File: src/rtl/rdi_cfg.svh
// constants for the release / depopulate / identifier command decoder
`ifndef RDI_CFG_SVH
`define RDI_CFG_SVH
// command codes and service actions
`define RDI_OP_RELEASE10 8'h57
`define RDI_OP_DEPOP 8'h9e
`define RDI_SA_DEPOP 5'h18
`define RDI_OP_RPTID 8'ha3
`define RDI_SA_RPTID 5'h05
// release byte 1 field positions
`define RDI_REL_TP_BIT 4
// element type code of a storage element
`define RDI_ELEM_STORAGE 8'h01
// status codes
`define RDI_ST_GOOD 8'h00
`define RDI_ST_CHECK 8'h02
// sense triplets: key, additional sense code, qualifier
`define RDI_SNS_NONE {4'h0, 8'h00, 8'h00}
`define RDI_SNS_INV_CDB {4'h5, 8'h24, 8'h00}
`define RDI_SNS_DEPOP_FAIL {4'h3, 8'h31, 8'h03}
`define RDI_SNS_UCODE_ACT {4'h2, 8'h04, 8'h11}
`define RDI_SNS_NV_NRDY {4'h2, 8'h04, 8'h00}
// sense key values used by checks
`define RDI_SK_ILLEGAL 4'h5
`define RDI_SK_NOT_READY 4'h2
`define RDI_SK_MEDIUM 4'h3
// capacity after reset, identifier storage size, length-field bytes
`define RDI_CAP_RESET 64'h0000_0000_0100_0000
`define RDI_ID_BYTES 16
`define RDI_LEN_BYTES 8'h04
`endif

File: src/rtl/rdi_pkg.sv
// types for the release / depopulate / identifier command decoder
package rdi_pkg;
   typedef enum logic [1:0]
   {
      RDI_IDLE = 2'b00,
      RDI_WAIT = 2'b01,
      RDI_XFER = 2'b10
   } rdi_state_e;
   typedef logic [19:0] rdi_sense_t;
endpackage

File: src/rtl/rdi_cmd_decoder.sv
// command decoder for release(10), element removal and identifier report
`timescale 1ns/1ps
`default_nettype none
`include "rdi_cfg.svh"

// Operation
// opcode 57h releases a reservation previously taken.
// release by a non-owner returns good, reservation kept.
// nonzero third-party flag gives check, illegal request, invalid field.
// initiator keeps the extent flag zero.
// reservation identification byte is ignored.
// opcode 9Eh, action 18h removes an element and shrinks capacity.
// requested capacity is final block count; zero lets device choose.
// capacity not settable: keep capacity, check, illegal, invalid field.
// element not type 01h or unsupported: check, invalid field.
// failed removal sets format-corrupt; only a clean format clears it (the decoder also clears it on i_nrst).
// while corrupt, medium access gets check, medium error, depop failed.
// deferred microcode pending: check, not ready, activation required.
// element not removable: check, illegal request, invalid field.
// opcode A3h, action 05h; nonzero unit field gives invalid field.
// short allocation returns leading data without error.
// data opens with 4-byte full identifier length, then identifier.
// length starts zero, changes only on successful set-identifier.
// identifier survives resets and formats.
// one identifier for every initiator and port.
// store not ready gives immediate check, not ready.
// handler chosen from opcode and service action before checks.
module rdi_cmd_decoder
   import rdi_pkg::*;
(
   input wire logic i_clk,
   input wire logic i_nrst,
   input wire logic i_cdb_valid,
   input wire logic [127:0] i_cdb,
   input wire logic [7:0] i_initiator,
   input wire logic i_medium_access,
   input wire logic i_resv_take,
   input wire logic i_ucode_deferred,
   input wire logic [7:0] i_elem_type,
   input wire logic i_elem_known,
   input wire logic i_elem_depop_ok,
   input wire logic [63:0] i_cap_auto,
   input wire logic i_op_done,
   input wire logic i_op_fail,
   input wire logic i_format_ok,
   input wire logic i_nv_ready,
   input wire logic i_nv_init,
   input wire logic i_setid_valid,
   input wire logic [7:0] i_setid_len,
   input wire logic [127:0] i_setid_data,
   output logic o_busy,
   output logic o_done,
   output logic o_pass,
   output logic [7:0] o_status,
   output logic [3:0] o_sense_key,
   output logic [7:0] o_asc,
   output logic [7:0] o_ascq,
   output logic o_resv_active,
   output logic [7:0] o_resv_owner,
   output logic [63:0] o_capacity,
   output logic o_fmt_corrupt,
   output logic o_op_start,
   output logic [31:0] o_op_elem,
   output logic [63:0] o_op_cap,
   output logic o_din_valid,
   output logic [7:0] o_din_byte
);

   function automatic logic [7:0] cdb_byte(input logic [127:0] c,
                                           input int unsigned n);
      cdb_byte = c[127 - 8*n -: 8];
   endfunction

   // byte n of the parameter list: 4-byte length, then identifier
   function automatic logic [7:0] list_byte(input logic [7:0] n,
                                            input logic [7:0] len,
                                            input logic [127:0] id);
      logic [7:0] k;
      k = n - `RDI_LEN_BYTES;
      if (n < `RDI_LEN_BYTES)
         list_byte = (n == 8'h03) ? len : 8'h00;
      else
         list_byte = id[127 - 8*k[3:0] -: 8];
   endfunction

   rdi_state_e state;
   rdi_state_e next_state;
   rdi_sense_t sense;
   rdi_sense_t next_sense;
   logic busy, next_busy;
   logic done, next_done;
   logic pass, next_pass;
   logic [7:0] status, next_status;
   logic resv_active, next_resv_active;
   logic [7:0] resv_owner, next_resv_owner;
   logic [63:0] capacity, next_capacity;
   logic fmt_corrupt, next_fmt_corrupt;
   logic op_start, next_op_start;
   logic [31:0] op_elem, next_op_elem;
   logic [63:0] op_cap, next_op_cap;
   logic din_valid, next_din_valid;
   logic [7:0] din_byte, next_din_byte;
   logic [7:0] xcnt, next_xcnt;
   logic [7:0] xlast, next_xlast;
   // identifier store: no reset so it outlives i_nrst
   logic [7:0] id_len;
   logic [127:0] id_val;

   logic [7:0] op;
   logic [4:0] sa;
   logic [63:0] req_cap;
   logic [63:0] tgt_cap;
   logic [31:0] alloc;
   logic [7:0] total;
   logic is_rel, is_depop, is_rpt;

   always_comb
   begin
      op = cdb_byte(i_cdb, 0);
      sa = i_cdb[116:112];
      is_rel = (op == `RDI_OP_RELEASE10);
      is_depop = (op == `RDI_OP_DEPOP) && (sa == `RDI_SA_DEPOP);
      is_rpt = (op == `RDI_OP_RPTID) && (sa == `RDI_SA_RPTID);
      req_cap = i_cdb[111:48];
      tgt_cap = (req_cap == 64'h0) ? i_cap_auto : req_cap;
      alloc = i_cdb[79:48];
      total = `RDI_LEN_BYTES + id_len;
   end

   always_comb
   begin
      next_state = state;
      next_sense = sense;
      next_status = status;
      next_busy = busy;
      next_done = 1'b0;
      next_pass = 1'b0;
      next_resv_active = resv_active;
      next_resv_owner = resv_owner;
      next_capacity = capacity;
      next_fmt_corrupt = fmt_corrupt;
      next_op_start = 1'b0;
      next_op_elem = op_elem;
      next_op_cap = op_cap;
      next_din_valid = 1'b0;
      next_din_byte = din_byte;
      next_xcnt = xcnt;
      next_xlast = xlast;
      if (i_resv_take && !resv_active)
      begin
         next_resv_active = 1'b1;
         next_resv_owner = i_initiator;
      end
      // format completion clears corrupt only when the format was clean
      if (i_format_ok)
         next_fmt_corrupt = 1'b0;
      unique case (state)
         RDI_IDLE:
         begin
            if (i_cdb_valid)
            begin
               next_done = 1'b1;
               next_status = `RDI_ST_GOOD;
               next_sense = `RDI_SNS_NONE;
               if (is_rel)
               begin
                  // reservation id byte and extent bit are never looked at
                  if (i_cdb[112 + `RDI_REL_TP_BIT])
                  begin
                     next_status = `RDI_ST_CHECK;
                     next_sense = `RDI_SNS_INV_CDB;
                  end
                  else if (resv_active && resv_owner == i_initiator)
                     next_resv_active = 1'b0;
               end
               else if (is_depop)
               begin
                  next_status = `RDI_ST_CHECK;
                  if (i_ucode_deferred)
                     next_sense = `RDI_SNS_UCODE_ACT;
                  else if (!i_elem_known ||
                           i_elem_type != `RDI_ELEM_STORAGE)
                     next_sense = `RDI_SNS_INV_CDB;
                  else if (!i_elem_depop_ok)
                     next_sense = `RDI_SNS_INV_CDB;
                  else if (tgt_cap == 64'h0 || tgt_cap > capacity)
                     next_sense = `RDI_SNS_INV_CDB;
                  else
                  begin
                     next_done = 1'b0;
                     next_status = status;
                     next_busy = 1'b1;
                     next_op_start = 1'b1;
                     next_op_elem = i_cdb[47:16];
                     next_op_cap = tgt_cap;
                     next_state = RDI_WAIT;
                  end
               end
               else if (is_rpt)
               begin
                  if (i_cdb[95:80] != 16'h0)
                  begin
                     next_status = `RDI_ST_CHECK;
                     next_sense = `RDI_SNS_INV_CDB;
                  end
                  else if (!i_nv_ready)
                  begin
                     next_status = `RDI_ST_CHECK;
                     next_sense = `RDI_SNS_NV_NRDY;
                  end
                  else if (alloc != 32'h0)
                  begin
                     // transfer stops at allocation without error
                     next_xlast = (alloc < {24'h0, total}) ?
                                  alloc[7:0] - 8'h01 :
                                  total - 8'h01;
                     next_xcnt = 8'h00;
                     next_done = 1'b0;
                     next_busy = 1'b1;
                     next_state = RDI_XFER;
                  end
               end
               else if (fmt_corrupt && i_medium_access)
               begin
                  next_status = `RDI_ST_CHECK;
                  next_sense = `RDI_SNS_DEPOP_FAIL;
               end
               else
                  next_pass = 1'b1;
            end
         end
         RDI_WAIT:
         begin
            if (i_op_done)
            begin
               next_done = 1'b1;
               next_busy = 1'b0;
               next_state = RDI_IDLE;
               if (i_op_fail)
               begin
                  next_fmt_corrupt = 1'b1;
                  next_status = `RDI_ST_CHECK;
                  next_sense = `RDI_SNS_DEPOP_FAIL;
               end
               else
               begin
                  next_capacity = op_cap;
                  next_status = `RDI_ST_GOOD;
                  next_sense = `RDI_SNS_NONE;
               end
            end
         end
         RDI_XFER:
         begin
            // same stored identifier for any initiator or port
            next_din_valid = 1'b1;
            next_din_byte = list_byte(xcnt, id_len, id_val);
            next_xcnt = xcnt + 8'h01;
            if (xcnt == xlast)
            begin
               next_done = 1'b1;
               next_busy = 1'b0;
               next_state = RDI_IDLE;
            end
         end
         default:
            next_state = RDI_IDLE;
      endcase
   end

   always_ff @(posedge i_clk)
   begin
      if (!i_nrst)
      begin
         state <= RDI_IDLE;
         sense <= `RDI_SNS_NONE;
         status <= `RDI_ST_GOOD;
         busy <= 1'b0;
         done <= 1'b0;
         pass <= 1'b0;
         resv_active <= 1'b0;
         resv_owner <= 8'h00;
         capacity <= `RDI_CAP_RESET;
         fmt_corrupt <= 1'b0;
         op_start <= 1'b0;
         op_elem <= 32'h0;
         op_cap <= 64'h0;
         din_valid <= 1'b0;
         din_byte <= 8'h00;
         xcnt <= 8'h00;
         xlast <= 8'h00;
      end
      else
      begin
         state <= next_state;
         sense <= next_sense;
         status <= next_status;
         busy <= next_busy;
         done <= next_done;
         pass <= next_pass;
         resv_active <= next_resv_active;
         resv_owner <= next_resv_owner;
         capacity <= next_capacity;
         fmt_corrupt <= next_fmt_corrupt;
         op_start <= next_op_start;
         op_elem <= next_op_elem;
         op_cap <= next_op_cap;
         din_valid <= next_din_valid;
         din_byte <= next_din_byte;
         xcnt <= next_xcnt;
         xlast <= next_xlast;
      end
   end

   // persistent store: only factory init or a good set touches it
   always_ff @(posedge i_clk)
   begin
      if (i_nv_init)
         id_len <= 8'h00;
      else if (i_setid_valid)
      begin
         id_len <= i_setid_len;
         id_val <= i_setid_data;
      end
   end

   assign o_busy = busy;
   assign o_done = done;
   assign o_pass = pass;
   assign o_status = status;
   assign o_sense_key = sense[19:16];
   assign o_asc = sense[15:8];
   assign o_ascq = sense[7:0];
   assign o_resv_active = resv_active;
   assign o_resv_owner = resv_owner;
   assign o_capacity = capacity;
   assign o_fmt_corrupt = fmt_corrupt;
   assign o_op_start = op_start;
   assign o_op_elem = op_elem;
   assign o_op_cap = op_cap;
   assign o_din_valid = din_valid;
   assign o_din_byte = din_byte;

   logic idle_cmd;
   assign idle_cmd = i_cdb_valid && state == RDI_IDLE;

   property p_rel_tp;
      @(posedge i_clk) disable iff (!i_nrst)
      idle_cmd && is_rel && i_cdb[116] |=> o_done &&
         o_status == `RDI_ST_CHECK && o_sense_key == `RDI_SK_ILLEGAL;
   endproperty
   a_rel_tp: assert property (p_rel_tp)
      else $error("third-party release not rejected");

   property p_rel_other;
      @(posedge i_clk) disable iff (!i_nrst)
      idle_cmd && is_rel && !i_cdb[116] && resv_active &&
         resv_owner != i_initiator |=> o_resv_active &&
         $stable(o_resv_owner) && o_status == `RDI_ST_GOOD;
   endproperty
   a_rel_other: assert property (p_rel_other)
      else $error("foreign reservation disturbed by release");

   property p_ucode;
      @(posedge i_clk) disable iff (!i_nrst)
      idle_cmd && is_depop && i_ucode_deferred |=> o_done &&
         o_sense_key == `RDI_SK_NOT_READY && !o_busy;
   endproperty
   a_ucode: assert property (p_ucode)
      else $error("pending microcode did not block removal");

   property p_cap_keep;
      @(posedge i_clk) disable iff (!i_nrst)
      idle_cmd && is_depop && !i_ucode_deferred && i_elem_known &&
         i_elem_type == `RDI_ELEM_STORAGE && i_elem_depop_ok &&
         tgt_cap > capacity |=> $stable(o_capacity) ##1 $stable(o_capacity);
   endproperty
   a_cap_keep: assert property (p_cap_keep)
      else $error("capacity changed on unsettable request");

   property p_corrupt;
      @(posedge i_clk) disable iff (!i_nrst)
      idle_cmd && fmt_corrupt && i_medium_access && !is_rel &&
         !is_depop && !is_rpt |=> o_done && !o_pass &&
         o_sense_key == `RDI_SK_MEDIUM;
   endproperty
   a_corrupt: assert property (p_corrupt)
      else $error("medium access allowed while format corrupt");

   property p_lun;
      @(posedge i_clk) disable iff (!i_nrst)
      idle_cmd && is_rpt && i_cdb[95:80] != 16'h0 |=> o_done &&
         o_sense_key == `RDI_SK_ILLEGAL && !o_din_valid;
   endproperty
   a_lun: assert property (p_lun)
      else $error("nonzero unit field accepted");

   property p_nv;
      @(posedge i_clk) disable iff (!i_nrst)
      idle_cmd && is_rpt && i_cdb[95:80] == 16'h0 && !i_nv_ready |=>
         o_done && o_sense_key == `RDI_SK_NOT_READY && !o_busy;
   endproperty
   a_nv: assert property (p_nv)
      else $error("store not ready did not end report at once");

   property p_len_first;
      @(posedge i_clk) disable iff (!i_nrst)
      idle_cmd && is_rpt && i_cdb[95:80] == 16'h0 && i_nv_ready &&
         alloc >= 32'h4 && !i_setid_valid && !i_nv_init ##1 1'b1 |=>
         o_din_valid && o_din_byte == 8'h00 ##3 o_din_byte == id_len;
   endproperty
   a_len_first: assert property (p_len_first)
      else $error("length field not leading the parameter list");

   property p_len_stable;
      @(posedge i_clk)
      !i_setid_valid && !i_nv_init |=> $stable(id_len);
   endproperty
   a_len_stable: assert property (p_len_stable)
      else $error("identifier length changed without a set");

   property p_short;
      @(posedge i_clk) disable iff (!i_nrst)
      idle_cmd && is_rpt && i_cdb[95:80] == 16'h0 && i_nv_ready &&
         alloc == 32'h2 |=> ##2 o_done && o_status == `RDI_ST_GOOD;
   endproperty
   a_short: assert property (p_short)
      else $error("short allocation not ended good after two bytes");

endmodule // rdi_cmd_decoder
`default_nettype wire

File: config.mk
export PLATFORM = sky130hd
export DESIGN_NAME = rdi_cmd_decoder
export DESIGN_NICKNAME = d
export VERILOG_FILES = /design/src/rtl/rdi_pkg.sv /design/src/rtl/rdi_cmd_decoder.sv
export VERILOG_INCLUDE_DIRS = /design/src /design/src/rtl
export SDC_FILE = /design/constraint.sdc
export NUM_CORES = 1
export LEC_CHECK = 0
export ABC_AREA = 1
export ABC_CLOCK_PERIOD_IN_PS = 8650
export BUFFER_PORTS_ARGS = -buffer_cell sky130_fd_sc_hd__clkbuf_2
export CORE_AREA = 5 5 218 220
export DETAILED_ROUTE_END_ITERATION = 10
export DIE_AREA = 0 0 223 225
export PLACE_DENSITY_LB_ADDON = 0.3
export SLEW_MARGIN = 0
export SYNTH_ARGS = -nofsm -noshare
export SYNTH_HDL_FRONTEND = slang
export SYNTH_SLANG_ARGS = --single-unit
File: constraint.sdc
create_clock -name i_clk -period 8.65 [get_ports i_clk]
set_input_delay 0.865 -clock i_clk [delete_from_list [all_inputs] [get_ports i_clk]]
set_output_delay 0.865 -clock i_clk [all_outputs]
set_load 0.05 [all_outputs]
==> results of run 1 <==
## cell type report
cell class              count  share of cell area [%]
flip-flops and latches    345                    38.9
well taps                 600                    3.57
clock buffers              54                    5.20
clock inverters            18                   0.910
multi-input cells        1389                    33.8
diodes                      2                  0.0238
repair buffers            543                    13.1
inverters                 253                    4.52
## state kept, by name, indices dropped and copies added (netlist names), 32 cells and up
name        flops
id_val        128
o_capacity     64
o_op_cap       64
o_op_elem      32
## power by group
part	internal (W)	switching, W	leakage (nW)
sequential	0.00179	0.0000487	2.95
clock	0.000981	0.000682	0.617
combinational	0.000231	0.000591	6.09
## worst max path at each step
stage,start,to,cells after the start
floorplan,i_setid_valid,id_val[0]$_DFFE_PP_,3
global placement,i_cdb[69],o_op_cap[9]$_SDFFE_PN0P_,25
detailed placement,i_cdb[69],o_op_cap[5]$_SDFFE_PN0P_,25
CTS,i_cdb[69],o_op_cap[5]$_SDFFE_PN0P_,25
global route,i_cdb[69],o_op_cap[7]$_SDFFE_PN0P_,25
finish,i_cdb[69],o_op_cap[5]$_SDFFE_PN0P_,25
## stage by stage
| step | hold WS, ns | power (W) | std cells | utilization [%] |
|---|---|---|---|---|
| CTS | 0.442 | 0.00437 | 3202 | 46.6 |
| detailed placement | 0.437 | 0.00270 | 3130 | 43.8 |
| floorplan | 0.441 | 0.00242 | 2103 | - |
| finish | 0.445 | 0.00433 | 3204 | 46.7 |
| global placement | 0.432 | 0.00269 | 3130 | 43.8 |
| global route | 0.454 | 0.00452 | 3203 | 46.6 |
## worst max-delay path, delay by kind of cell
family	cells	cell delay (ns)
and+or+nand+nor	18	3.42
adders and majority gates	1	0.16
AOI/OAI and AO/OA	2	0.66
buffers and inverters	4	1.57
## placed cells by master (no fill, tap or decap), types with 5 or more instances in the layout
cell	instances
a21oi_1	195
ha_1	80
o21ai_1	29
o211ai_1	7
conb_1	17
nor4_1	12
a221o_1	7
a211oi_1	17
nand4_1	26
nor2_1	304
buf_4	12
clkbuf_2	531
nor3_1	15
nand3_1	95
dfxtp_1	216
clkbuf_1	10
xnor2_1	6
inv_1	246
clkinv_1	5
clkinv_2	5
o21ai_0	214
o22ai_1	17
or2_2	7
clkbuf_16	40
xor2_1	8
nand2_1	304
edfxtp_1	128
## per-layer routing
layer	GRT usage, %	part of all wire [%]	vias up
met3	4.51	6.7	92
met5	0	0	-
li1	-	-	7915
met4	6.46	2.8	0
met2	39.0	50	568
met1	26.6	41	7406
## kinds of logic after synthesis
logic type,Yosys count,share of synthesized area [%]
xor gates and xnor gates,14,0.730
adders and majority gates,80,5.96
other,1,0.0223
and+or+nand+nor,777,19.2
buffers and inverters,369,9.37
DFF,345,48.8
AOI/OAI and AO/OA,501,15.9
==> flow_metrics.py, run 1 <==
metrics = {
    "worst_setup_path": {
        "arrival_ns": 6.80,
        "timing.critical_path.mode_cell": "nand2_1",
        "crit_fanout": 71,
        "rr_startpoint": "o_capacity[60]$_SDFFE_PN0P_",
        "critPathMaxStageDelay_ns": 0.95,
        "r2r_setup_slack_ns": 4.20,
        "startpoint_type": "primary input",
        "end_kind": "register",
        "r2r-end": "o_op_cap[5]$_SDFFE_PN0P_",
        "criticalPathCategory": "primary input to register",
        "reg2regPathDepth": 16,
        "crit_required_ns": 9.09,
        "slowest_stage": "clkinv_2",
    },
    "power_and_ir_drop": {
        "power_density_nw_per_um2": 206,
        "p_leak_nw": 9.66,
        "ir_worst_vdd_mv": 0.168,
    },
    "yosys": {
        "synth_edf_count": 128,
        "yosysTopAreaCellShare_pct": 25.9,
        "yosysMostFrequentCell": "nor2_1",
        "synth_area_um2": 16800,
        "netlist-cell-type-count": 47,
        "yosysSeqAreaShare_pct": 48.8,
        "yosys_warnings": 0,
        "ys.flop_type": "dfxtp_1",
        "async_flop_share_pct": 0,
        "synthTopCellsByArea": "dfxtp_1 26%, edfxtp_1 23%, nor2_1 6.8%",
        "syn_avg_cell_area_um2": 8.05,
        "yosys.area.top_type": "dfxtp_1",
        "synth_common_cells": "305 x nor2_1, 304 x nand2_1, 248 x inv_1",
        "syn_inst": 2087,
        "ys_ff_latch": 345,
    },
    "routing": {
        "ant_nets": 0,
        "wirelength_um": 58100,
        "via_count": 16000,
        "first_pass_iters": 5,
        "wl_per_cell_um": 18.1,
        "drc": 0,
        "drt_iter0_markers": 1191,
        "avgViaCountPerCell": 4.99,
    },
    "timing": {
        "fin_crit_ns": 6.37,
        "rsz0062_at_grt": "no",
        "timing.setup.tns_ns": 0,
        "period_share_pct": 73.6,
        "hold_viol": 0,
        "worst_pin_slew_ns": 1.12,
        "drv_slew": 0,
        "setup_viol": 0,
        "timing.final.ws_setup_ns": 2.28,
        "clock_skew_ns": 0.0248,
        "relSlewSlack_pct": 25.4,
        "clock.fmax_mhz": 157,
    },
    "finish": {
        "multi_input_area_um2": 7110,
        "fin_area_um2": 21000,
        "num-fill-cells": 4447,
        "syn_to_final_growth_pct": 25.3,
        "seq_area_um2": 8190,
        "drive_gt1_share_pct": 23.9,
        "nets": 3009,
    },
    "place": {
        "hpwl_um": 45300,
        "place_area_um2": 19700,
        "gp_congestion": 0.995,
        "portBuffers": 532,
        "place_ws_ns": 1.69,
    },
    "clock_tree": {
        "insertion_delay_ns": 0.56,
        "clkTransAtPathRegs_ns": 0.06,
        "hold_buffers": 0,
        "cts_num_sinks": 345,
        "cts_tree": "yes",
        "clk_path_buf_depth": 3,
        "htree_levels": 2,
        "cts_resized": 0,
        "root_buffer": "clkbuf_16",
        "postCtsSetupRepairBufs": 0,
        "cts_buffers": 39,
    },
    "floorplanning": {
        "start_util_pct": 37.2,
        "ios": 569,
        "die_h_um": 225,
        "core_um2": 45100,
        "die-area_um2": 50200,
        "row_count": 78,
        "die_w_um": 223,
    },
    "min_path": {
        "hp-start": "o_op_elem[11]$_SDFFE_PN0P_",
        "min_path_type": "register to register",
        "min_path_cells": 2,
        "hold_end": "o_op_elem[11]$_SDFFE_PN0P_",
    },
    "global_routing": {
        "grt_pass1_vias": 15500,
        "grt_usage_pct": 21.8,
        "grt_antenna_before_repair": 1,
        "grt_max_degree": 98,
        "grt_first_pass_wirelength_um": 87400,
        "grt_overflow": 0,
    },
    "job": {
        "maxCapViolations": 0,
    },
    "outcome": {
        "outcome": "finished, final reports clean",
    },
}
(Power assumes the default switching activity.)
==> inputs of run 2 (changes only) <==
--- a/config.mk
+++ b/config.mk
@@ -7,7 +7,7 @@
 export NUM_CORES = 1
 export LEC_CHECK = 0
 export ABC_AREA = 1
-export ABC_CLOCK_PERIOD_IN_PS = 8650
+export ABC_CLOCK_PERIOD_IN_PS = 5700
 export BUFFER_PORTS_ARGS = -buffer_cell sky130_fd_sc_hd__clkbuf_2
 export CORE_AREA = 5 5 218 220
 export DETAILED_ROUTE_END_ITERATION = 10
==> constraint.sdc (replaced) <==
create_clock -name i_clk -period 5.7 [get_ports i_clk]
set_input_delay 0.57 -clock i_clk [delete_from_list [all_inputs] [get_ports i_clk]]
set_output_delay 0.57 -clock i_clk [all_outputs]
set_load 0.05 [all_outputs]
==> run 2 against run 1 <==
  * Register-to-register slack worse by 2.1 ns
  * Cell area is 0.59% higher
  * Via count is 0.11% higher
  * Critical path type unchanged
  * Clock power is 60% higher
==> flow_metrics.py, run 2 (same netlist as run 1, synthesis figures left out) <==
metrics = {
    "timing": {
        "drv_slew": 0,
        "clock_skew_ns": 0.0187,
        "rsz0062_at_grt": "no",
        "clock.fmax_mhz": 224,
        "hold_viol": 0,
        "worst_pin_slew_ns": 1.07,
        "setup_viol": 0,
        "hold_ws_ns": 0.177,
        "timing.setup.tns_ns": 0,
        "period_share_pct": 78.3,
        "fin_crit_ns": 4.46,
        "relSlewSlack_pct": 28.1,
    },
    "finish": {
        "largest_reg_flops": 128,
        "top_register": "id_val",
        "final_common_cell": "clkbuf_2",
        "layoutNonFillerInstCount": 3203,
        "nets": 3014,
        "syn_to_final_growth_pct": 26.0,
        "drive_gt1_share_pct": 24.1,
        "layout_common_cells": "531 x clkbuf_2, 304 x nor2_1, 304 x nand2_1",
        "seq_area_um2": 8190,
        "final_util_pct": 46.9,
        "multi_input_area_um2": 7110,
        "antenna_cells": 0,
        "num-fill-cells": 4430,
    },
    "clock_tree": {
        "cts_tree": "yes",
        "clk_path_buf_depth": 3,
        "cts_resized": 0,
        "hold_buffers": 0,
        "postCtsSetupRepairBufs": 0,
        "root_buffer": "clkbuf_16",
        "clkTransAtPathRegs_ns": 0.06,
        "cts_buffers": 41,
        "htree_levels": 2,
        "cts_num_sinks": 345,
        "insertion_delay_ns": 0.56,
    },
    "outcome": {
        "outcome": "finished, final reports clean",
    },
    "min_path": {
        "hold_end": "id_val[59]$_DFFE_PP_",
        "hp-start": "i_setid_data[59]",
        "min_path_type": "primary input to register",
        "min_path_cells": 1,
    },
    "routing": {
        "drc": 0,
        "via_count": 16000,
        "avgViaCountPerCell": 5.00,
        "first_pass_iters": 6,
        "wirelength_um": 59100,
        "wl_per_cell_um": 18.4,
        "ant_nets": 0,
        "drt_iter0_markers": 1206,
    },
    "place": {
        "portBuffers": 532,
        "gp_congestion": 1.07,
        "place_inst": 3133,
        "hpwl_um": 46100,
    },
    "floorplanning": {
        "die-area_um2": 50200,
        "row_count": 78,
        "core_um2": 45100,
        "die_w_um": 223,
        "start_util_pct": 37.2,
        "ios": 569,
        "die_h_um": 225,
    },
    "job": {
        "maxCapViolations": 0,
    },
    "global_routing": {
        "grt_max_degree": 116,
        "grt_first_pass_wirelength_um": 88300,
        "grt_usage_pct": 22.2,
        "grt_overflow": 0,
        "grt_pass1_vias": 15400,
        "grt_antenna_before_repair": 1,
    },
    "worst_setup_path": {
        "startpoint_type": "primary input",
        "crit_required_ns": 6.12,
        "rr_startpoint": "o_capacity[63]$_SDFFE_PN0P_",
        "crit_fanout": 77,
        "r2r_setup_slack_ns": 2.15,
        "arrival_ns": 4.89,
        "criticalPathCategory": "primary input to register",
        "r2r-end": "o_op_elem[3]$_SDFFE_PN0P_",
        "reg2regPathDepth": 16,
        "end_kind": "register",
    },
    "power_and_ir_drop": {
        "power_w": 0.00670,
        "p_leak_nw": 9.73,
        "power_density_nw_per_um2": 317,
        "ir_worst_vdd_mv": 0.239,
    },
}
run 2: cell count changes in the layout (fill, tap and decap cells not counted), sizes merged:
cell      previous run  this run
clkinvlp             4         2
bufinv               3         5
diode                2         0
inv                252       251
clkinv              12        16
buf                 12        15
clkbuf             585       580
run 2: area by class of cell:
type	instances	area share (%)
Inverter	253	4.49
Tap cell	600	3.55
Clock buffer	49	5.19
Clock inverter	21	1.21
Timing Repair Buffer	546	13.3
Sequential cell	345	38.7
Multi-Input combinational cell	1389	33.6
run 2: worst max path at each step:
stage               slack, ns          start  cells after the start                        end
floorplan                1.12  i_setid_valid                      3        id_val[0]$_DFFE_PP_
global placement         0.65      i_cdb[66]                     24  o_op_elem[0]$_SDFFE_PN0P_
detailed placement       0.50      i_cdb[66]                     24  o_op_elem[3]$_SDFFE_PN0P_
CTS                      1.09      i_cdb[66]                     24  o_op_elem[3]$_SDFFE_PN0P_
global route             0.65      i_cdb[66]                     24  o_op_elem[3]$_SDFFE_PN0P_
finish                   1.24      i_cdb[66]                     24  o_op_elem[3]$_SDFFE_PN0P_
run 2: power breakdown:
| part | leakage [nW] | switching [W] | internal, W | total, W |
|---|---|---|---|---|
| sequential | 2.95 | 0.0000755 | 0.00272 | 0.00280 |
| combinational | 6.11 | 0.000899 | 0.000351 | 0.00125 |
| clock | 0.663 | 0.00105 | 0.00160 | 0.00265 |
| total | 9.73 | 0.00202 | 0.00467 | 0.00670 |
run 2: through the flow:
stage | cell area, um^2 | setup WS [ns]
after detailed placement | 19800 | 0.498
after floorplan | 16900 | 1.12
after CTS | 21200 | 1.09
after global routing | 21200 | 0.651
after global placement | 19800 | 0.654
final | 21200 | 1.24
run 2: layer usage:
| metal | global-route usage [%] | wire, um |
|---|---|---|
| met2 | 39.3 | 28800 |
| met3 | 4.44 | 4140 |
| met1 | 27.0 | 24100 |
| met5 | 0 | 7 |
| met4 | 7.85 | 2050 |
run 2: worst max-delay path: stages:
cell and delay [ns]:
clkbuf_2 0.10, nor2_1 0.11, nand3_1 0.09, nor2_1 0.12, nand2_1 0.25, nor2_4 0.24, buf_12 0.26, nand3_1 0.13
nand2_1 0.16, ha_1 0.16, nand2_1 0.07, nor2_1 0.14, nand4_1 0.14, nor3_1 0.42, nand4_1 0.16, inv_1 0.11
nand4_1 0.08, a21oi_1 0.45, nand2_1 0.17, inv_2 0.11, nand3_4 0.07, buf_4 0.34, o21ai_0 0.28, a21oi_1 0.06
